<file path="src/shared/pmx_params.svh">
// Constants for the pin-function multiplexer
`ifndef PMX_PARAMS_SVH
`define PMX_PARAMS_SVH
`define PMX_NPIN        9
`define PMX_PIN_G1      0
`define PMX_PIN_G2      1
`define PMX_PIN_G3      2
`define PMX_PIN_G4      3
`define PMX_PIN_G5      4
`define PMX_PIN_ATX     5
`define PMX_PIN_ARX     6
`define PMX_PIN_ACLK    7
`define PMX_PIN_AWA     8
`define PMX_CLK_MHZ     250
`define PMX_MCLK_LO_MHZ 13
`define PMX_MCLK_HI_MHZ 26
`define PMX_ACC_W       9
`define PMX_BLINK_MS    100
`define PMX_BLINK_CYC   (`PMX_BLINK_MS * 1000 * `PMX_CLK_MHZ)
`define PMX_AUD_CH_BIT  4
`endif

</file>
<file path="src/shared/pmx_pkg.sv">
// Types for the pin-function multiplexer
`default_nettype none
package pmx_pkg;
  typedef enum logic [3:0] {
    FN_OFF, FN_GP_IN, FN_GP_OUT, FN_NET, FN_GNSS_PWR, FN_GNSS_RDY,
    FN_GNSS_RTC, FN_SIM_DET, FN_SIM_HOT, FN_AUDIO
  } pmx_func_type;
  typedef enum logic [1:0] {
    NET_NONE, NET_HOME, NET_ROAM, NET_DATA
  } pmx_net_type;
  typedef struct packed {
    logic [3:0]   pin;
    pmx_func_type func;
  } pmx_cfg_type;
  typedef struct packed {
    logic out;
    logic oe;
    logic pd;
  } pmx_pin_type;
endpackage : pmx_pkg
`default_nettype wire

</file>
<file path="src/hw/pmx_mclk_gen.sv">
// Fractional divider making the 13 or 26 MHz master clock
`default_nettype none
`include "pmx_params.svh"
module pmx_mclk_gen (
  input  wire logic core_clk_i,
  input  wire logic sys_rst_i,
  input  wire logic run_i,
  input  wire logic fast_i,
  output logic      mclk_o
);
  localparam int W = `PMX_ACC_W;
  localparam logic [W-1:0] STEP_HI = W'(2 * `PMX_MCLK_HI_MHZ);
  localparam logic [W-1:0] STEP_LO = W'(2 * `PMX_MCLK_LO_MHZ);
  localparam logic [W-1:0] MODULUS = W'(`PMX_CLK_MHZ);

  logic [W-1:0] acc;
  logic [W-1:0] step;
  logic [W-1:0] sum;

  // Exact mean rate; edges jitter by one core cycle since 250 is no multiple
  assign step = fast_i ? STEP_HI : STEP_LO;
  assign sum  = acc + step;

  always_ff @(posedge core_clk_i)
  begin
    if (sys_rst_i || !run_i)
    begin
      acc    <= '0;
      mclk_o <= 1'b0;
    end
    else if (sum >= MODULUS)
    begin
      acc    <= sum - MODULUS;
      mclk_o <= ~mclk_o;
    end
    else
    begin
      acc <= sum;
    end
  end
endmodule : pmx_mclk_gen
`default_nettype wire

</file>
<file path="src/hw/pmx_top.sv">
// Pin-function multiplexer with clock output and reset pin states
`default_nettype none
`include "pmx_params.svh"
module pmx_top #(
  parameter int unsigned BLINK_DIV = `PMX_BLINK_CYC
) (
  input  wire logic                  core_clk_i,
  input  wire logic                  sys_rst_i,
  input  wire logic                  cfg_valid_i,
  input  wire pmx_pkg::pmx_cfg_type  cfg_req_i,
  output logic                       cfg_ack_o,
  output logic                       cfg_reject_o,
  input  wire logic [8:0]            pin_in_i,
  output logic [8:0]                 pin_out_o,
  output logic [8:0]                 pin_oe_o,
  output logic [8:0]                 pin_pd_o,
  input  wire logic [8:0]            gp_level_i,
  output logic [8:0]                 gp_in_level_o,
  input  wire pmx_pkg::pmx_net_type  net_state_i,
  input  wire logic                  gnss_supply_en_i,
  input  wire logic                  gnss_rtc_sync_i,
  output logic                       gnss_data_ready_o,
  output logic                       sim_present_o,
  output logic                       sim_if_enable_o,
  input  wire logic                  aud_enable_i,
  input  wire logic                  aud_i2s_mode_i,
  input  wire logic                  aud_bit_tick_i,
  input  wire logic                  aud_tx_bit_i,
  output logic                       aud_rx_bit_o,
  input  wire logic                  mclk_fast_i,
  input  wire logic                  mclk_continuous_i,
  output logic                       mclk_o,
  output logic                       mclk_oe_o,
  input  wire logic                  dsr_level_i,
  output logic                       dsr_out_o,
  output logic                       dsr_oe_o,
  output logic                       dsr_pu_o
);
  localparam int NP = `PMX_NPIN;

  pmx_pkg::pmx_func_type [NP-1:0] pin_func;
  pmx_pkg::pmx_pin_type           drv [NP];
  logic [NP-1:0]                  in_s1;
  logic [NP-1:0]                  in_s;
  logic [NP-1:0]                  in_d;
  logic                           cfg_ok;
  logic [31:0]                    blink_cnt;
  logic                           blink_tick;
  logic [1:0]                     blink_div4;
  logic                           blink_fast;
  logic                           blink_slow;
  logic                           net_level;
  logic                           aud_bclk;
  logic [4:0]                     aud_bit;
  logic [4:0]                     next_aud_bit;
  logic                           aud_wa;
  logic                           aud_txd;
  logic                           mclk_run;

  function automatic logic allowed(input logic [3:0] p,
                                   input pmx_pkg::pmx_func_type f);
    if (p >= 4'(NP))
      allowed = 1'b0;
    else
      case (f)
        pmx_pkg::FN_NET,
        pmx_pkg::FN_GNSS_PWR: allowed = p <= 4'(`PMX_PIN_G4);
        pmx_pkg::FN_GNSS_RDY: allowed = p == 4'(`PMX_PIN_G3);
        pmx_pkg::FN_GNSS_RTC: allowed = p == 4'(`PMX_PIN_G4);
        pmx_pkg::FN_SIM_DET,
        pmx_pkg::FN_SIM_HOT:  allowed = p == 4'(`PMX_PIN_G5);
        pmx_pkg::FN_AUDIO:    allowed = p >= 4'(`PMX_PIN_ATX);
        pmx_pkg::FN_OFF,
        pmx_pkg::FN_GP_IN,
        pmx_pkg::FN_GP_OUT:   allowed = 1'b1;
        default:              allowed = 1'b0;
      endcase
  endfunction : allowed

  assign cfg_ok = allowed(cfg_req_i.pin, cfg_req_i.func);

  always_ff @(posedge core_clk_i)
  begin
    if (sys_rst_i)
    begin
      pin_func                 <= {NP{pmx_pkg::FN_AUDIO}};
      pin_func[`PMX_PIN_G1]    <= pmx_pkg::FN_OFF;
      pin_func[`PMX_PIN_G2]    <= pmx_pkg::FN_GNSS_PWR;
      pin_func[`PMX_PIN_G3]    <= pmx_pkg::FN_GNSS_RDY;
      pin_func[`PMX_PIN_G4]    <= pmx_pkg::FN_GP_OUT;
      pin_func[`PMX_PIN_G5]    <= pmx_pkg::FN_SIM_DET;
    end
    else if (cfg_valid_i && cfg_ok)
    begin
      pin_func[cfg_req_i.pin] <= cfg_req_i.func;
    end
  end

  always_ff @(posedge core_clk_i)
  begin
    if (sys_rst_i)
    begin
      cfg_ack_o    <= 1'b0;
      cfg_reject_o <= 1'b0;
    end
    else
    begin
      cfg_ack_o    <= cfg_valid_i && cfg_ok;
      cfg_reject_o <= cfg_valid_i && !cfg_ok;
    end
  end

  // Pins are asynchronous; third stage only feeds edge detection
  always_ff @(posedge core_clk_i)
  begin
    if (sys_rst_i)
    begin
      in_s1 <= '0;
      in_s  <= '0;
      in_d  <= '0;
    end
    else
    begin
      in_s1 <= pin_in_i;
      in_s  <= in_s1;
      in_d  <= in_s;
    end
  end

  assign blink_tick = blink_cnt == BLINK_DIV - 1;

  always_ff @(posedge core_clk_i)
  begin
    if (sys_rst_i || blink_tick)
      blink_cnt <= '0;
    else
      blink_cnt <= blink_cnt + 32'h1;
  end

  always_ff @(posedge core_clk_i)
  begin
    if (sys_rst_i)
    begin
      blink_div4 <= 2'h0;
      blink_fast <= 1'b0;
      blink_slow <= 1'b0;
    end
    else if (blink_tick)
    begin
      blink_div4 <= blink_div4 + 2'h1;
      blink_fast <= ~blink_fast;
      if (blink_div4 == 2'h3)
        blink_slow <= ~blink_slow;
    end
  end

  // Steady on home, slow blink roaming, fast blink data, off without service
  always_comb
  begin
    case (net_state_i)
      pmx_pkg::NET_HOME: net_level = 1'b1;
      pmx_pkg::NET_ROAM: net_level = blink_slow;
      pmx_pkg::NET_DATA: net_level = blink_fast;
      default:           net_level = 1'b0;
    endcase
  end

  assign next_aud_bit = aud_bit + 5'h01;

  // Bit launched as the bit clock falls; PCM sync one bit, I2S half frame
  always_ff @(posedge core_clk_i)
  begin
    if (sys_rst_i || !aud_enable_i)
    begin
      aud_bclk <= 1'b0;
      aud_bit  <= 5'h00;
      aud_wa   <= 1'b0;
      aud_txd  <= 1'b0;
    end
    else if (aud_bit_tick_i)
    begin
      aud_bclk <= ~aud_bclk;
      if (aud_bclk)
      begin
        aud_bit <= next_aud_bit;
        aud_txd <= aud_tx_bit_i;
        aud_wa  <= aud_i2s_mode_i ? next_aud_bit[`PMX_AUD_CH_BIT]
                                  : next_aud_bit == 5'h00;
      end
    end
  end

  always_comb
  begin
    for (int i = 0; i < NP; i++)
    begin
      drv[i] = '{out: 1'b0, oe: 1'b0, pd: 1'b1};
      case (pin_func[i])
        pmx_pkg::FN_GP_OUT:
          drv[i] = '{out: gp_level_i[i], oe: 1'b1, pd: 1'b0};
        pmx_pkg::FN_NET:
          drv[i] = '{out: net_level, oe: 1'b1, pd: 1'b0};
        pmx_pkg::FN_GNSS_PWR:
          drv[i] = '{out: gnss_supply_en_i, oe: 1'b1, pd: 1'b0};
        pmx_pkg::FN_GNSS_RTC:
          drv[i] = '{out: gnss_rtc_sync_i, oe: 1'b1, pd: 1'b0};
        pmx_pkg::FN_GP_IN,
        pmx_pkg::FN_GNSS_RDY,
        pmx_pkg::FN_SIM_DET,
        pmx_pkg::FN_SIM_HOT:
          drv[i].pd = 1'b0;
        pmx_pkg::FN_AUDIO:
          case (i)
            `PMX_PIN_ATX:  drv[i] = '{out: aud_txd, oe: 1'b1, pd: 1'b0};
            `PMX_PIN_ACLK: drv[i] = '{out: aud_bclk, oe: 1'b1, pd: 1'b0};
            `PMX_PIN_AWA:  drv[i] = '{out: aud_wa, oe: 1'b1, pd: 1'b0};
            default:       drv[i].pd = 1'b0;
          endcase
        default: ;
      endcase
    end
  end

  always_ff @(posedge core_clk_i)
  begin
    if (sys_rst_i)
    begin
      pin_out_o <= '0;
      pin_oe_o  <= '0;
      pin_pd_o  <= '1;
    end
    else
      for (int i = 0; i < NP; i++)
      begin
        pin_out_o[i] <= drv[i].out;
        pin_oe_o[i]  <= drv[i].oe;
        pin_pd_o[i]  <= drv[i].pd;
      end
  end

  always_ff @(posedge core_clk_i)
  begin
    if (sys_rst_i)
    begin
      gp_in_level_o     <= '0;
      gnss_data_ready_o <= 1'b0;
      sim_present_o     <= 1'b0;
      aud_rx_bit_o      <= 1'b0;
    end
    else
    begin
      for (int i = 0; i < NP; i++)
        gp_in_level_o[i] <= pin_func[i] == pmx_pkg::FN_GP_IN
                            && in_s[i];
      gnss_data_ready_o <= pin_func[`PMX_PIN_G3] == pmx_pkg::FN_GNSS_RDY
                           && in_s[`PMX_PIN_G3];
      sim_present_o <= (pin_func[`PMX_PIN_G5] == pmx_pkg::FN_SIM_DET
                        || pin_func[`PMX_PIN_G5] == pmx_pkg::FN_SIM_HOT)
                       && in_s[`PMX_PIN_G5];
      aud_rx_bit_o <= in_s[`PMX_PIN_ARX];
    end
  end

  // Enable holds its last value outside hot-plug mode
  always_ff @(posedge core_clk_i)
  begin
    if (sys_rst_i)
      sim_if_enable_o <= 1'b0;
    else if (pin_func[`PMX_PIN_G5] == pmx_pkg::FN_SIM_HOT
             && in_s[`PMX_PIN_G5] != in_d[`PMX_PIN_G5])
      sim_if_enable_o <= in_s[`PMX_PIN_G5];
  end

  always_ff @(posedge core_clk_i)
  begin
    if (sys_rst_i)
    begin
      dsr_out_o <= 1'b0;
      dsr_oe_o  <= 1'b0;
      dsr_pu_o  <= 1'b1;
      mclk_oe_o <= 1'b0;
    end
    else
    begin
      dsr_out_o <= dsr_level_i;
      dsr_oe_o  <= 1'b1;
      dsr_pu_o  <= 1'b0;
      mclk_oe_o <= 1'b1;
    end
  end

  assign mclk_run = mclk_continuous_i || aud_enable_i;

  pmx_mclk_gen u_mclk (
    .core_clk_i (core_clk_i),
    .sys_rst_i  (sys_rst_i),
    .run_i      (mclk_run),
    .fast_i     (mclk_fast_i),
    .mclk_o     (mclk_o)
  );
endmodule : pmx_top
`default_nettype wire

</file>
<file path="config.mk">
export PLATFORM = sky130hd
export DESIGN_NAME = pmx_top
export DESIGN_NICKNAME = d
export VERILOG_FILES = /design/src/shared/pmx_pkg.sv /design/src/hw/pmx_mclk_gen.sv /design/src/hw/pmx_top.sv
export VERILOG_INCLUDE_DIRS = /design/src /design/src/shared
export SDC_FILE = /design/constraint.sdc
export NUM_CORES = 1
export LEC_CHECK = 0
export BUFFER_PORTS_ARGS = -buffer_cell sky130_fd_sc_hd__buf_2
export CORE_ASPECT_RATIO = 1.5
export CORE_UTILIZATION = 30
export CTS_BUF_LIST = sky130_fd_sc_hd__clkbuf_2
export DETAILED_ROUTE_END_ITERATION = 16
export GPL_ROUTABILITY_DRIVEN = 0
export GPL_TIMING_DRIVEN = 0
export HOLD_SLACK_MARGIN = 0.02
export SLEW_MARGIN = 5
export SYNTH_ARGS = -nofsm -noshare
export SYNTH_HDL_FRONTEND = slang
export SYNTH_HIERARCHICAL = 1
export SYNTH_SLANG_ARGS = --single-unit
</file>
<file path="constraint.sdc">
create_clock -name core_clk_i -period 3.2 [get_ports core_clk_i]
set_input_delay 0.32 -clock core_clk_i [delete_from_list [all_inputs] [get_ports core_clk_i]]
set_output_delay 0.32 -clock core_clk_i [all_outputs]
set_load 0.005 [all_outputs]
</file>
# [Yosys cells after proc, flatten, opt, wreduce, memory -nomap -nowiden]
# Index checks and enable logic that the tools add are counted.
[classes] add_sub_neg=5 n_lt_le_gt_ge=6 eq_ne=99 mux=29 bitwise=4 reduce_logical=39
[ops] operator="$eq A4 B3 Y1 const B" count=41
[ops] operator="$eq A4 B2 Y1 const B" count=22
[ops] operator="$reduce_or A9 Y1" count=9
[ops] operator="$eq A4 B4 Y1 const B" count=20
[ops] operator="$pmux W2 S4" count=6
[ops] operator="$eq A4 B1 Y1 const B" count=10
[ops] operator="$bwmux W36" count=1
[ops] operator="$add A32 B1 Y32 const B" count=1
[ops] operator="$eq A32 B25 Y1 const B" count=1
[ops] operator="$pmux W2 S5" count=3
[ops] operator="$demux W4 S4" count=1
[ops] operator="$logic_and A1 B1 Y1" count=15
[ops] operator="$mux W1" count=13
[ops] operator="$add A9 B9 Y9" count=1
[ops] operator="$ge A9 B8 Y1 const B" count=1
[ops] operator="$mux W9" count=1
[ops] operator="$sub A9 B8 Y9 const B" count=1
[ops] operator="$eq A2 B2 Y1 const B" count=3
[ops] operator="$mux W6" count=1
[ops] operator="$pmux W1 S6" count=1
[ops] operator="$add A5 B1 Y5 const B" count=1
[ops] operator="$logic_not A5 Y1" count=1
[ops] operator="$logic_or A1 B1 Y1" count=5
[ops] operator="$lt A4 B5 Y1 const B" count=1
[ops] operator="other kinds (15)" count=22
[totals] register_bits=158 input_bits=40 output_inout_bits=47 word_cells=217

# [Depth between registers and ports, before layout]
[logic_depth] depth_word=6 ltp_mapped=10

# [Cells and area by module]
# The synthesis kept the hierarchy.
[by_module_without_submodules] mod="pmx_top" instances=1 cells_each=658 area_per_inst_um2=5918.2 seq_area_each_um2=2882.8
[by_module_without_submodules] mod="pmx_mclk_gen" instances=1 cells_each=104 area_per_inst_um2=875.8 seq_area_each_um2=180.2

# [Worst setup path after synthesis]
# OpenSTA, ideal clock, no wires.
[synth_timing] path_type="input port to flip-flop" start="in mclk_fast_i" end="reg u_mclk.acc[5]" setup_time_ps=127 arrival_time_ps=2486 required_ps=3073 setup_slack_ps=587 path_stages=9 cell_sequence="inv_1 -> ha_1 -> fa_1 -> a211oi_4 -> nand3b_2 -> o311ai_4 -> o211a_1 -> nor4_1 -> or3b_1"
[synth_between] elab_chain_cells=4 word_cells_on_any_way=5
[synth_rtl] element="start, declared" line_no="pmx_top.sv:30" text="input wire logic mclk_fast_i,"
[synth_rtl] element="$mux W6 (*)" line_no="pmx_mclk_gen.sv:21" text="assign step = fast_i ? STEP_HI : STEP_LO;"
[synth_rtl] element="$add A9 B9 Y9 (*)" line_no="pmx_mclk_gen.sv:22" text="assign sum = acc + step;"
[synth_rtl] element="$sub A9 B8 Y9 or $ge A9 B8 Y1 (tied branches)" line_no="pmx_mclk_gen.sv:33, pmx_mclk_gen.sv:31"
[synth_rtl] element="$mux W9 (*)" line_no="pmx_mclk_gen.sv:31" text="else if (sum >= MODULUS)"
[synth_rtl] element="end signal, assigned" line_no="pmx_mclk_gen.sv:33" text="acc <= sum - MODULUS;"
[synth_rtl] element="end signal, assigned" line_no="pmx_mclk_gen.sv:38" text="acc <= sum;"
[synth_rtl] element="end, declared" line_no="pmx_mclk_gen.sv:16" text="logic [W-1:0] acc;"
# Mark *: on every way between the ends. The rest lies on a longest branch, timed or not.
# A chain may end at the register's enable or synchronous reset.

# [Worst setup path after layout]
[layout_timing] start="reg u_mclk.acc[1]" end="reg u_mclk.acc[5]"
[layout_between] elab_chain_cells=3 word_cells_on_any_way=4
[layout_rtl] element="$add A9 B9 Y9 (*)" line_no="pmx_mclk_gen.sv:22"
[layout_rtl] element="$sub A9 B8 Y9 or $ge A9 B8 Y1 (tied branches)" line_no="pmx_mclk_gen.sv:33, pmx_mclk_gen.sv:31"
[layout_rtl] element="$mux W9 (*)" line_no="pmx_mclk_gen.sv:31"
# Marks and branches as above.

==> flow_summary.html <==
<table>
<tr><th>Metric</th><th>Value</th></tr>
<tr><th colspan="2">STA</th></tr>
<tr><td>Least setup slack across all paths after layout</td><td>377.0 ps</td></tr>
<tr><td>Final slew viol count</td><td>0</td></tr>
<tr><td>Total Negative Setup Slacks</td><td>0 ps</td></tr>
<tr><td>Fin Clk Skew</td><td>approximately 33 ps</td></tr>
<tr><td>Final count of hold timing violations</td><td>0</td></tr>
<tr><td>Unrepaired setup endpoints after global routing</td><td>false</td></tr>
<tr><td>Count of endpoints failing setup in the final report</td><td>0</td></tr>
<tr><td>Worst slew margin relative to its limit</td><td>around two fifths</td></tr>
<tr><td>Worst-margin pin slew</td><td>906.1 ps</td></tr>
<tr><td>Final cycle utilization of the critical path</td><td>88.22%</td></tr>
<tr><td>Max Clock Freq</td><td>354.2 MHz</td></tr>
<tr><td>Post-route minimum period</td><td>2823 ps</td></tr>
<tr><th colspan="2">Global route</th></tr>
<tr><td>Antenna violations before repair</td><td>1</td></tr>
<tr><td>Tot GR Track Use</td><td>16.12%</td></tr>
<tr><td>First-pass GRT wire length</td><td>between 20000 and 30000 µm</td></tr>
<tr><td>Largest net degree at the start of global routing</td><td>17</td></tr>
<tr><td>Via count of the first global-routing pass</td><td>5757</td></tr>
<tr><td>Global-route congestion overflow total</td><td>0</td></tr>
<tr><th colspan="2">Floorplan</th></tr>
<tr><td>Die X-Extent</td><td>124.9 µm</td></tr>
<tr><td>Core region area</td><td>around 22000 µm²</td></tr>
<tr><td>Die Y</td><td>186.3 µm</td></tr>
<tr><td># IOs</td><td>87</td></tr>
<tr><td>Initial Util</td><td>around 30%</td></tr>
<tr><td>Area of the die</td><td>23270 µm²</td></tr>
<tr><td>Number of cell rows</td><td>between 60 and 70</td></tr>
<tr><th colspan="2">Worst setup path</th></tr>
<tr><td>Source of the critical timing path</td><td>u_mclk/acc[1]</td></tr>
<tr><td>Setup crit start kind</td><td>flop</td></tr>
<tr><td>Data arrival at the endpoint of the critical path</td><td>roughly 3500 ps</td></tr>
<tr><td>Worst setup path class</td><td>flop to flop</td></tr>
<tr><td>Worst setup EP type</td><td>flop</td></tr>
<tr><td>Flop2flop setup slack</td><td>380 ps</td></tr>
<tr><td>Crit path required time</td><td>between 3000 and 4000 ps</td></tr>
<tr><td>Reg-to-Reg End</td><td>u_mclk/acc[5]</td></tr>
<tr><td>Depth of the worst register-to-register path</td><td>8</td></tr>
<tr><td>FF-to-FF Start</td><td>u_mclk/acc[1]</td></tr>
<tr><td>CP max FO</td><td>10</td></tr>
<tr><td>Capturing instance or port of the critical path</td><td>u_mclk/acc[5]</td></tr>
<tr><th colspan="2">Synth</th></tr>
<tr><td>Seq cells post-synth</td><td>153</td></tr>
<tr><td>Proportion of register bits with asynchronous set or reset after synthesis</td><td>0%</td></tr>
<tr><td>Sequential-to-total area share from yosys stat</td><td>45.08%</td></tr>
<tr><td>Number of warnings issued by yosys</td><td>6</td></tr>
<tr><td>Top FF cell, synth</td><td>sky130_fd_sc_hd__dfxtp_1</td></tr>
<tr><td>Post-synthesis net count</td><td>about 810</td></tr>
<tr><td>Number of cells produced by synthesis</td><td>762</td></tr>
<tr><td>Synthesized area divided by synthesized cell count</td><td>8.916 µm²</td></tr>
<tr><td>Unique masters post-synth</td><td>73</td></tr>
<tr><td>Cell Area, Synth</td><td>6794 µm²</td></tr>
<tr><td>Number of flops mapped to enable cells by yosys</td><td>0</td></tr>
<tr><th colspan="2">Detailed routing</th></tr>
<tr><td>DRC viols</td><td>16</td></tr>
<tr><td>Average wire length per cell after detail routing</td><td>15.52 µm</td></tr>
<tr><td>Vias post-DR</td><td>5870</td></tr>
<tr><td>Post-detailed-route via-to-cell ratio</td><td>4.966</td></tr>
<tr><td>Final routed wirelength across all metal layers</td><td>18350 µm</td></tr>
<tr><td>First-pass iteration count of the detailed router</td><td>11</td></tr>
<tr><td>Residual antenna-violating net count after detailed routing</td><td>0</td></tr>
<tr><td>DRC marker count from the first detailed-route iteration</td><td>between 200 and 300</td></tr>
<tr><th colspan="2">CTS</th></tr>
<tr><td>Resized Gates After CTS</td><td>0</td></tr>
<tr><td>Clock transition at the registers of the reported paths</td><td>250 ps</td></tr>
<tr><td>Buffer cell driving the clock tree root</td><td>sky130_fd_sc_hd__clkbuf_2</td></tr>
<tr><td>Worst-Skew Late Latency</td><td>between 700 and 800 ps</td></tr>
<tr><td>H-tree depth</td><td>4</td></tr>
<tr><td>Maximum buffer depth of the clock tree</td><td>2</td></tr>
<tr><td>Number of buffers created by CTS</td><td>17</td></tr>
<tr><td>CTS tree</td><td>done</td></tr>
<tr><td>Clock sink count</td><td>between 150 and 200</td></tr>
<tr><th colspan="2">Run</th></tr>
<tr><td>Max_cap viols</td><td>0</td></tr>
<tr><th colspan="2">Placed design</th></tr>
<tr><td>Count of buffers from port buffering</td><td>slightly above 80</td></tr>
<tr><td>Dpl ws</td><td>149.6 ps</td></tr>
<tr><td>Half-perimeter wire length of the detailed placement result</td><td>~13000 µm</td></tr>
<tr><th colspan="2">Power and ir drop</th></tr>
<tr><td>Power spent charging and discharging nets</td><td>approximately 1.1 mW</td></tr>
<tr><td>Internal Pwr Total</td><td>approximately 2.5 mW</td></tr>
<tr><td>Combinational group share of total power</td><td>14.2%</td></tr>
<tr><td>Final Power</td><td>3.608 mW</td></tr>
<tr><td>Fraction of power consumed by sequential logic</td><td>a little under three fifths</td></tr>
<tr><td>Net switching share of the total power</td><td>29.57%</td></tr>
<tr><td>Leakage power of the design</td><td>roughly 3.3 nW</td></tr>
<tr><td>Peak VDD IR</td><td>0.0001772 V</td></tr>
<tr><td>Clock share of power</td><td>between 30% and 40%</td></tr>
<tr><td>P per Cell Area</td><td>446.3 nW/µm²</td></tr>
<tr><th colspan="2">Final layout</th></tr>
<tr><td>NumNets Final</td><td>943</td></tr>
<tr><td>Post-synthesis to final-layout area growth</td><td>18.99%</td></tr>
<tr><td># fillers</td><td>about 2300</td></tr>
<tr><td>Fraction of final layout cells with drive strength greater than 1</td><td>15.80%</td></tr>
<tr><th colspan="2">Min path</th></tr>
<tr><td>Worst min path class</td><td>input pin to flop</td></tr>
<tr><td>Count of cells along the worst hold path</td><td>5</td></tr>
<tr><th colspan="2">Outcome</th></tr>
<tr><td>Violated checks</td><td>DRC</td></tr>
<tr><td>Result of the run</td><td>complete, but fails checks</td></tr>
</table>
worst min path at each step:
stage	end	slack, ps	startpoint
floorplan	dsr_pu_o	350	sys_rst_i
detailed placement	in_s[0]	420	in_s1[0]
finish	pin_out_o[3]	90	gp_level_i[3]
global placement	in_s[4]	420	in_s1[4]
CTS	pin_out_o[3]	40	gp_level_i[3]
global route	pin_func[1]	80	cfg_req_i[1]
cell families after synthesis:
family                   synth area share, %
XOR/XNOR                               4.899
adder cells (fa/ha/maj)                2.136
flip-flops                             45.08
AO/OA/AOI/OAI                          10.90
multiplexers                           6.077
buffers and inverters                  3.720
AND/OR/NAND/NOR                        27.18
cells in the mapped netlist (all sizes together), types with 10 or more instances:
cell type / number / area [µm²]
dfxtp: 153 / 3063
nor2: 94 / 352.8
nand2: 66 / 247.7
mux2i: 39 / 390.4
nand3: 38 / 190.2
a21oi: 30 / 150.1
o21ai: 30 / 150.1
xor2: 27 / 236.5
nor2b: 25 / 156.4
clkbuf: 23 / 87.58
inv: 23 / 86.33
nor3: 22 / 110.1
nor4: 17 / 140.1
and3: 16 / 105.1
buf: 14 / 78.82
nand4: 14 / 93.84
xnor2: 11 / 96.34
ha: 10 / 125.1
flip-flops by register name, indices dropped and copies added, names as in the netlist, 2 cells and up:
signal and flops:
blink_div4 2, blink_cnt 32, u_mclk/acc 8, pin_oe_o 9, gp_in_level_o 9, in_s 9
in_s1 9, aud_bit 5, pin_out_o 9, pin_func 36, pin_pd_o 9
metrics by stage:
stage	hold WS (ps)	cell area [µm²]	std cells	utilization, %
after floorplan	347.7	6794	762	-
after global placement	418.9	7545	1119	33.83
after detailed placement	422.0	7545	1119	33.83
after CTS	41.94	8082	1181	36.24
after global routing	82.67	8084	1182	36.25
final	94.38	8084	1182	36.25
placed cells by master, fill, tap and decap left out, drive strengths merged, types with 4 or more instances in the layout:
| master | n |
|---|---|
| dfxtp | 153 |
| buf | 95 |
| nor2 | 94 |
| nand2 | 66 |
| clkbuf | 41 |
| mux2i | 39 |
| nand3 | 38 |
| a21oi | 30 |
| dlygate4sd3 | 30 |
| o21ai | 30 |
| xor2 | 27 |
| inv | 27 |
| nor2b | 25 |
| nor3 | 22 |
| nor4 | 17 |
| and3 | 16 |
| nand4 | 14 |
| xnor2 | 11 |
| ha | 10 |
| a211oi | 9 |
| or3 | 8 |
| nand4b | 6 |
| nand3b | 6 |
| nor4b | 5 |
| nor3b | 5 |
| or4 | 5 |
| or2 | 5 |
| clkinv | 5 |
| o31ai | 4 |
| nand2b | 4 |
| a21o | 4 |
| or4b | 4 |
critical path: stages, from the launching register on:
cell and delay, ps:
sky130_fd_sc_hd__dfxtp_1 360, sky130_fd_sc_hd__ha_1 220, sky130_fd_sc_hd__fa_1 460, sky130_fd_sc_hd__a211oi_4 480, sky130_fd_sc_hd__nand3b_2 150, sky130_fd_sc_hd__o311ai_4 280
sky130_fd_sc_hd__o211a_1 330, sky130_fd_sc_hd__nor4_1 70, sky130_fd_sc_hd__or3b_1 380
layer usage:
layer  part of all wire (%)  wire [µm]  track usage, %  up-vias
li1                       -          -               -     2953
met4                    3.2        590           8.583        0
met2                     52       9460           29.60      129
met3                    4.2        764           2.982       39
met1                     41       7535           17.41     2749
met5                      0          0               0        -
power by group through the flow:
stage	Combinational [mW]	Sequential, mW	Clock [mW]
finish	0.513	1.99	1.11
global route	0.572	2.00	1.22
CTS	0.514	1.99	1.15
detailed placement	0.484	2.03	0
global placement	0.480	2.03	0
floorplan	0.338	2.02	0
cell type report:
class / count / area (µm²) / share of cell area, %
Inverter: 23 / 86.33 / 1.068
Timing Repair Buffer: 111 / 705.7 / 8.729
Multi-Input combinational cell: 549 / 3478 / 43.03
Tap cell: 276 / 345.3 / 4.272
Sequential cell: 153 / 3063 / 37.89
Antenna cell: 1 / 2.502 / 0.03095
Buffer: 37 / 166.4 / 2.059
Clock buffer: 18 / 90.09 / 1.114
Clock inverter: 14 / 146.4 / 1.811
timing repair:
item,4_1_cts,5_1_grt
hold endpoints to repair,46,0
endpoints found under the setup margin,0,0
setup buffers,0,0
hold buffers,30,0
Power figures use the tool's default switching activity.
